==> src/rtl/edge_counter_map.svh <==
`ifndef EDGE_COUNTER_MAP_SVH
`define EDGE_COUNTER_MAP_SVH
// Register byte offsets on the AHB-Lite slave.
`define REG_CTRL 8'h00
`define REG_COUNT 8'h04
`define REG_STATUS 8'h08
`define REG_SAMPLE 8'h0C
// Control register fields.
`define CTRL_ARM 0
`define CTRL_SRC_FALL 1
`define CTRL_GATE_POL 2
`define CTRL_SCLK_FALL 3
`define CTRL_DIR_LO 4
`define CTRL_DIR_HI 5
`define CTRL_MODE_LO 8
`define CTRL_MODE_HI 10
`define CTRL_PAUSE_EN 11
// Status register fields.
`define STAT_OVERRUN 0
`define STAT_DONE 1
`define STAT_FIFO_VALID 2
`define STAT_FIFO_FULL 3
`define CTRL_RESET 32'h0000_0000
`endif

==> src/rtl/edge_counter_pkg.sv <==
package edge_counter_pkg;
	// Measurement mode encoding held in the control register.
	typedef enum logic [2:0] {
		MODE_EDGE_DEMAND = 3'h0,
		MODE_EDGE_SAMPLED = 3'h1,
		MODE_PW_SINGLE = 3'h2,
		MODE_PW_IMPLICIT = 3'h3,
		MODE_PW_SAMPLED = 3'h4,
		MODE_PW_HW_SINGLE_POINT = 3'h5
	} mode_t;
	// Count direction selection.
	typedef enum logic [1:0] {
		DIR_UP = 2'h0,
		DIR_DOWN = 2'h1,
		DIR_BY_AUX = 2'h2
	} dir_t;
	// Pulse-width measurement phase.
	typedef enum logic [1:0] {
		PW_WAIT_IDLE,
		PW_WAIT_START,
		PW_MEASURE,
		PW_STOPPED
	} pw_state_t;
	// Inputs coming from routed signals.
	typedef struct packed {
		logic source;
		logic gate;
		logic aux_b;
		logic sample_clk;
	} pins_t;
	// Whole state of the counter block.
	typedef struct packed {
		logic [31:0] ctrl;
		logic [31:0] count;
		logic [31:0] last_width;
		logic last_valid;
		pw_state_t pw;
		pins_t prev;
		logic [31:0] fifo_data;
		logic fifo_valid;
		logic overrun;
		logic done;
		logic dp_sel;
		logic dp_write;
		logic [7:0] dp_addr;
		logic [31:0] rdata;
	} state_t;
endpackage : edge_counter_pkg

==> src/rtl/edge_counter.sv <==
`timescale 1ns/1ps
`include "edge_counter_map.svh"
module edge_counter
	import edge_counter_pkg::*;
(
	input wire logic hclk, // System clock, 40 MHz.
	input wire logic hresetn, // Asynchronous reset, active low.
	input wire logic hsel, // Slave select.
	input wire logic [31:0] haddr, // Byte address.
	input wire logic [1:0] htrans, // Transfer type.
	input wire logic hwrite, // Write when high.
	input wire logic [2:0] hsize, // Transfer size.
	input wire logic hready, // Bus ready in.
	input wire logic [31:0] hwdata, // Write data.
	output logic [31:0] hrdata, // Read data.
	output logic hreadyout, // Slave ready, always high.
	output logic hresp, // Response, always OKAY.
	input wire logic source, // Source signal to count.
	input wire logic gate, // Gate or pause trigger.
	input wire logic aux_b, // Direction input B.
	input wire logic sample_clk, // Routed sample clock.
	output logic [31:0] dma_data, // Captured sample to DMA.
	output logic dma_valid, // Sample available.
	input wire logic dma_ready, // DMA accepts the sample.
	output logic overrun // Overrun flag: a push onto an unread sample, or, in hardware single-point mode only, a sample clock edge with no new pulse.
);
	state_t r;
	state_t next_r;
	mode_t mode;
	dir_t dir;
	logic armed;
	logic src_edge;
	logic smp_edge;
	logic gate_active;
	logic prev_active;
	logic paused;
	logic count_en;
	logic push;
	logic [31:0] push_data;
	logic wr_ctrl;
	logic rd_sample;
	logic pw_complete; // A measured pulse ends in this cycle.
	logic ovr_event; // Some cause sets the overrun flag in this cycle.

	// Decode control fields and detect edges on the routed inputs.
	always_comb begin
		mode = mode_t'(r.ctrl[`CTRL_MODE_HI:`CTRL_MODE_LO]);
		dir = dir_t'(r.ctrl[`CTRL_DIR_HI:`CTRL_DIR_LO]);
		armed = r.ctrl[`CTRL_ARM];
		src_edge = r.ctrl[`CTRL_SRC_FALL] ? (r.prev.source & ~source) : (~r.prev.source & source);
		smp_edge = r.ctrl[`CTRL_SCLK_FALL] ? (r.prev.sample_clk & ~sample_clk)
			: (~r.prev.sample_clk & sample_clk);
		gate_active = gate ^ r.ctrl[`CTRL_GATE_POL];
		prev_active = r.prev.gate ^ r.ctrl[`CTRL_GATE_POL];
		paused = r.ctrl[`CTRL_PAUSE_EN] & gate_active;
		wr_ctrl = r.dp_sel & r.dp_write & (r.dp_addr == `REG_CTRL);
		rd_sample = hsel & hready & htrans[1] & ~hwrite & (haddr[7:0] == `REG_SAMPLE);
	end

	// Counting, capture and the bus slave, all in one next-state process.
	always_comb begin
		next_r = r;
		next_r.prev = '{source: source, gate: gate, aux_b: aux_b, sample_clk: sample_clk};
		count_en = 1'b0;
		push = 1'b0;
		push_data = r.count;
		pw_complete = 1'b0;
		ovr_event = 1'b0;
		if (armed) begin
			case (mode)
				MODE_EDGE_DEMAND: begin
					count_en = ~paused;
				end
				MODE_EDGE_SAMPLED: begin
					count_en = ~paused;
					push = smp_edge;
				end
				MODE_PW_SINGLE, MODE_PW_IMPLICIT, MODE_PW_SAMPLED, MODE_PW_HW_SINGLE_POINT: begin
					case (r.pw)
						PW_WAIT_IDLE: begin
							if (!gate_active) begin
								next_r.pw = PW_WAIT_START;
							end
						end
						PW_WAIT_START: begin
							if (gate_active && !prev_active) begin
								next_r.pw = PW_MEASURE;
								next_r.count = 32'h0000_0000;
							end
						end
						PW_MEASURE: begin
							if (!gate_active) begin
								pw_complete = 1'b1;
								next_r.last_width = r.count;
								next_r.last_valid = 1'b1;
								if (mode == MODE_PW_SINGLE) begin
									push = 1'b1;
									next_r.pw = PW_STOPPED;
									next_r.done = 1'b1;
								end else begin
									push = (mode == MODE_PW_IMPLICIT);
									next_r.pw = PW_WAIT_START;
								end
							end else begin
								count_en = 1'b1;
							end
						end
						PW_STOPPED: begin
							count_en = 1'b0;
						end
						default: begin
							next_r.pw = PW_WAIT_IDLE;
						end
					endcase
					if ((mode == MODE_PW_SAMPLED || mode == MODE_PW_HW_SINGLE_POINT) && smp_edge) begin
						push = 1'b1;
						// A pulse that ends on the sample edge itself is the latest one, so it is sent now.
						push_data = pw_complete ? r.count : r.last_width;
						next_r.last_valid = 1'b0;
						if (mode == MODE_PW_HW_SINGLE_POINT && !r.last_valid && !pw_complete) begin
							next_r.overrun = 1'b1;
							ovr_event = 1'b1;
						end
					end
				end
				default: begin
					count_en = 1'b0;
				end
			endcase
		end
		// Count update with selectable direction; arithmetic wraps naturally.
		if (count_en && src_edge) begin
			if (dir == DIR_DOWN || (dir == DIR_BY_AUX && !aux_b)) begin
				next_r.count = r.count - 32'h0000_0001;
			end else begin
				next_r.count = r.count + 32'h0000_0001;
			end
		end
		// One-entry output register toward the DMA; a new push overwrites a stale one.
		if (dma_valid && dma_ready) begin
			next_r.fifo_valid = 1'b0;
		end
		if (push) begin
			if (r.fifo_valid && !dma_ready) begin
				next_r.overrun = 1'b1;
				ovr_event = 1'b1;
			end
			next_r.fifo_data = push_data;
			next_r.fifo_valid = 1'b1;
		end else if (rd_sample && r.fifo_valid) begin
			next_r.fifo_valid = 1'b0;
		end
		// Address phase capture.
		next_r.dp_sel = hsel & hready & htrans[1];
		if (hsel && hready && htrans[1]) begin
			next_r.dp_write = hwrite;
			next_r.dp_addr = haddr[7:0];
			case (haddr[7:0])
				`REG_CTRL: next_r.rdata = r.ctrl;
				`REG_COUNT: next_r.rdata = r.count;
				`REG_STATUS: next_r.rdata = {28'h000_0000, r.fifo_valid & ~push, 1'b0, r.done, r.overrun};
				`REG_SAMPLE: next_r.rdata = r.fifo_data;
				default: next_r.rdata = 32'h0000_0000;
			endcase
		end
		// Data phase write. Writing control with ARM set while disarmed rearms; a status write of bit 0 clears overrun unless it is set that cycle.
		if (wr_ctrl) begin
			next_r.ctrl = hwdata;
			if (hwdata[`CTRL_ARM] && !armed) begin
				next_r.count = 32'h0000_0000;
				next_r.pw = PW_WAIT_IDLE;
				next_r.last_valid = 1'b0;
				next_r.done = 1'b0;
			end
		end
		if (r.dp_sel && r.dp_write && r.dp_addr == `REG_STATUS && hwdata[`STAT_OVERRUN]
			&& !ovr_event) begin
			next_r.overrun = 1'b0;
		end
	end

	// State register.
	always_ff @(posedge hclk or negedge hresetn) begin
		if (!hresetn) begin
			r <= '0;
		end else begin
			r <= next_r;
		end
	end

	// Output assignments.
	always_comb begin
		hrdata = r.rdata;
		hreadyout = 1'b1;
		hresp = 1'b0;
		dma_data = r.fifo_data;
		dma_valid = r.fifo_valid;
		overrun = r.overrun;
	end
endmodule : edge_counter

==> config.mk <==
export PLATFORM = sky130hd
export DESIGN_NAME = edge_counter
export DESIGN_NICKNAME = d
export VERILOG_FILES = /design/src/rtl/edge_counter_pkg.sv /design/src/rtl/edge_counter.sv
export VERILOG_INCLUDE_DIRS = /design/src /design/src/rtl
export SDC_FILE = /design/constraint.sdc
export NUM_CORES = 1
export LEC_CHECK = 0
export ABC_AREA = 0
export BUFFER_PORTS_ARGS = -buffer_cell sky130_fd_sc_hd__clkbuf_2
export CAP_MARGIN = 0
export CORE_MARGIN = 3
export CORE_UTILIZATION = 40
export CTS_BUF_LIST = sky130_fd_sc_hd__clkbuf_4 sky130_fd_sc_hd__clkbuf_8
export DETAILED_ROUTE_END_ITERATION = 8
export PLACE_DENSITY = 0.58
export SYNTH_ARGS = -nofsm -noshare
export SYNTH_HDL_FRONTEND = slang
export SYNTH_SLANG_ARGS = --single-unit
==> constraint.sdc <==
create_clock -name hclk -period 3.9 [get_ports hclk]
set_input_delay 0.585 -clock hclk [delete_from_list [all_inputs] [get_ports hclk]]
set_output_delay 0.585 -clock hclk [all_outputs]
set_load 0.005 [all_outputs]
Yosys cells after proc, flatten, opt, wreduce, memory -nomap -nowiden
Cells that the tools add are included.

Add/sub/neg operators: 2. Bitwise operators: 22. Equal/unequal tests: 13. Mux-type cells: 59. Reduce and logical (&&, ||, !) cells: 33.

Operator list (number): 32-bit 2-to-1 mux (10); 67-bit 2-to-1 mux (2); 32-bit case mux with 4 select lines (1); 35-bit 2-to-1 mux (1); 1-bit 2-to-1 mux (34); 33-bit 2-to-1 mux (1); 32-bit by 1-bit adder with 32-bit output, second input constant (1); 32-bit by 1-bit subtractor with 32-bit output, second input constant (1); 8-bit by 4-bit equality test with 1-bit output, second input constant (3); 1-bit logical AND (16); 8-bit zero test (2); 1-bit bitwise AND (12); 2-bit 2-to-1 mux (5); 8-bit by 3-bit equality test with 1-bit output, second input constant (1); 1-bit NOT (8); 1-bit zero test (7); 3-bit by 2-bit equality test with 1-bit output, second input constant (2); 3-bit equality test, second input constant (2); 3-bit 2-to-1 mux (2); 2-bit case mux with 3 select lines (1); 2-bit by 1-bit equality test with 1-bit output, second input constant (2); 2-bit equality test, second input constant (2); 1-bit case mux with 2 select lines (2); 4-bit AND reduction (1); other kinds (8) (10).

Register bits: 179. Output and inout port bits: 68. Word-level logic and storage cells: 145. Input bits: 79.

Longest topological paths before layout
Word-level depth: 16. Gate-level depth with buffers: 12. Depth with buffers taken out: 12.

Worst setup path before layout
Ideal clock, no wire load.

Path kind: input to register. From: in aux_b. To: reg r[132] in the netlist's numbering. Setup slack: 0.454 ns. Data arrival time: 3.325 ns. Required time: 3.778 ns. Cell stages on the path: 12. Library setup time: 0.122 ns. Path buffers: 0. Path through: nor2_1 > mux2i_1 > inv_1 > ha_1 > a21oi_1 > o21ai_0 > or3_1 > o21ai_2 > a21boi_1 > o21a_1 > or3_1 > a32o_1.

RTL lines: start: declaration (line edge_counter.sv:20) `input wire logic aux_b,`; end signal: assignment (line edge_counter.sv:187) `r <= next_r;`; end: declaration (line edge_counter.sv:27) `state_t r;`.

==> metrics.yaml <==
run_status:
  status: "finished clean"
power_and_ir_drop:
  powerDensity_nw_per_um2: 339.1
  peakVddDrop_mv: 0.1637
  p_total_mw: 3.651
  power.leakage_nw: 5.477
critical_path:
  required_ps: 4250
  path_cells: "mux2i_1, inv_1, buf_12, ha_1, a21oi_1, o21ai_0, or3_1, o21ai_2, a211oi_1, o21ai_0, nand4_1, a31o_1"
  cp_max_fo: 35
  r2r_setup_slack_ps: 510
  critPathLaunchType: "flip-flop"
  arrival_ps: 3740
  slowest_delay_ps: 390
  r2r_start: "dir[1]"
  crit_start: "dir[1]"
  cpMostUsedCell: "o21ai_0"
  crit_end: "r[144]"
  worstSetupEndpointType: "flip-flop"
  reg2reg_depth: 12
  r2r_end: "r[144]"
  slowest_stage: "dfrtp_1"
  criticalPathCategory: "flip-flop to flip-flop"
routing:
  initialDrtViolationCount: 466
  postRouteAntennaNets: 0
  vias: 7053
  wl_per_cell_um: 18.20
  drc: 0
  drtPass1Iterations: 5
  vias_per_cell: 5.384
  drt_wl_total_mm: 23.84
cts:
  postCtsResizedCells: 0
  root_buffer: "clkbuf_8"
  numClockSinks: 179
  clkLatencyLatePin_ps: 470
  cts_hold_buf: 0
  cts_tree: "yes"
  clkTransAtPathRegs_ps: 100
  cts_setup_buffers: 0
  clockBufferDepth: 2
  cts_inserted_buffers: 17
  htreeDepth: 4
timing:
  worstMarginPinSlew_ps: 726.1
  fin_crit_sh_pct: 86.91
  report.final.slew_viol_count: 0
  hold_viol_final: 0
  grt_setup_unrepaired: "false"
  setup_violations: 0
  timing.final.ws_setup_ps: 510.4
  fin_tns_setup_ps: 0
  finClkSkew_ps: 15.57
  fin_crit_ps: 3390
  max_freq_ghz: 0.2950
  relSlewSlack_pct: 51.59
job:
  maxCapViolations: 0
min_path:
  hold_class: "primary input to async pin"
yosys:
  synth_fp_nets: 1048
  synth_edf_count: 0
  syn_inst: 934
  seq_area_frac_synth_pct: 45.66
  synthTopCellsByArea: "dfrtp_1, mux2_2, mux2i_1, buf_4, o21ai_0"
  synth_top_cell_by_area: "dfrtp_1"
  ys_ff_latch: 179
  syn-cell-area_um2: 9811
  yosysTopAreaCellShare_pct: 45.66
  synth_cell_type_count: 64
  synth-main-ff-cell: "dfrtp_1"
  async_flop_share_pct: 100.0
  ys_warn_count: 0
  synth_area_per_cell_um2: 10.50
placed_design:
  hpwlAfterDp_mm: 16.75
  dp.cells: 1278
  routabilityCongestion: 0.8491
  place_ws_ps: 240.9
  port_buffers: 116
  dpl-instance-area_um2: 10350
global_route:
  grt_pass1_wl_mm: 38.73
  grt_max_degree: 73
  track_usage_pct: 18.47
  antenna_found_initial: 0
  grt-ovfl-total: 0
  grt_pass1_vias: 6932
floorplan:
  fp.dieH_um: 162.6
  start_util_pct: 41.30
  die_w_um: 162.6
  core_um2: 23750
  pin_count: 147
  core.rowCount: 56
  die_area_um2: 26440
cells_and_area:
  fillers: 2201
  layout.nets: 1092
  area_delta_synth_final_pct: 9.744
  drive_gt1_share_pct: 26.34
  layout.cells.non_filler: 1310
  n_antenna_cell: 0
  mostFrequentLayoutCells: "dfrtp_1, clkbuf_2, nand2_1"
  layout_commonest_cell: "dfrtp_1"
  final_area_um2: 10770
per-stage QoR:
| step | hold WS [ps] | util, % |
|---|---|---|
| floorplan | 289.4 | - |
| global placement | 461.7 | 43.59 |
| detailed placement | 469.5 | 43.59 |
| CTS | 128.6 | 45.33 |
| global route | 153.1 | 45.33 |
| finish | 130.1 | 45.33 |
registers in the layout (all words and copies together) (netlist names):
| register | flops |
|---|---|
| mode | 3 |
| overrun | 1 |
| r | 107 |
| hrdata | 32 |
| dma_valid | 1 |
| armed | 1 |
| dir | 2 |
| dma_data | 32 |
cell families (layout without fill, tap and decap cells):
group / Yosys count / in the layout / share of synthesized area, %
other: 2 / 2 / 0.07655
DFF: 179 / 179 / 45.66
buffers and inverters: 123 / 180 / 7.333
muxes: 137 / 137 / 15.27
and+or+nand+nor: 203 / 203 / 9.973
AOI/OAI and AO/OA: 232 / 232 / 15.10
adders and majority gates: 35 / 35 / 4.540
xor gates and xnor gates: 23 / 23 / 2.053
cell type report:
class	instances	area [um^2]	share of cell area [%]
Clock buffer	19	261.5	2.429
Clock inverter	13	150.1	1.395
Inverter	12	45.04	0.4184
Multi-Input combinational cell	632	4644	43.14
Sequential cell	179	4479	41.60
Tap cell	319	399.1	3.707
Timing Repair Buffer	136	787.0	7.310
worst min path at each step:
stage,start,end,cells after the start
5_1_grt,hresetn,hrdata[26],1
4_1_cts,hresetn,hrdata[24],1
2_1_floorplan,hresetn,armed,0
6_report,hresetn,hrdata[27],1
3_5_place_dp,r[85],r[85],2
3_3_place_gp,r[85],r[85],2
per-layer routing:
metal / routed length (um) / GRT usage [%] / up-vias / share of wire [%]
li1: - / - / 3403 / -
met1: 12190 / 27.65 / 3515 / 51
met2: 10490 / 28.27 / 122 / 44
met3: 957 / 3.179 / 13 / 4.0
met4: 197 / 3.806 / 0 / 0.83
met5: 0 / 0 / - / 0
worst max-delay path: cells and delay by family, from the launching register on:
kind	cells	cell delay (ps)
flip-flops	1	390
buffers and inverters	2	370
adder cells (fa/ha/maj)	1	360
AND/OR/NAND/NOR	2	500
multiplexers	1	380
AO/OA/AOI/OAI	6	1280
report_power, final:
part	switching, mW	leakage, nW	internal (mW)
sequential	0.0607	2.47	1.91
combinational	0.205	2.81	0.147
clock	0.717	0.197	0.613
cell usage after synthesis, types with 3 or more instances:
library cell,n
buf_4,67
nor3_1,6
and2_1,4
o211ai_1,3
a31o_2,3
mux4_2,3
xor2_1,12
buf_2,5
a21oi_1,32
ha_1,34
nor2_1,26
or3_1,4
inv_1,12
buf_1,4
a211oi_1,5
a21o_1,18
clkbuf_1,35
mux2_2,71
nor2b_1,5
nand3_1,22
dfrtp_1,179
mux2i_1,63
o21a_1,6
nand4_1,7
nand2b_1,6
o21ai_1,17
o21ai_0,88
nand2_1,97
xnor2_1,11
a22o_1,33
o31ai_1,4
nor3b_1,5
and3_1,7
(Power assumes the default switching activity.)
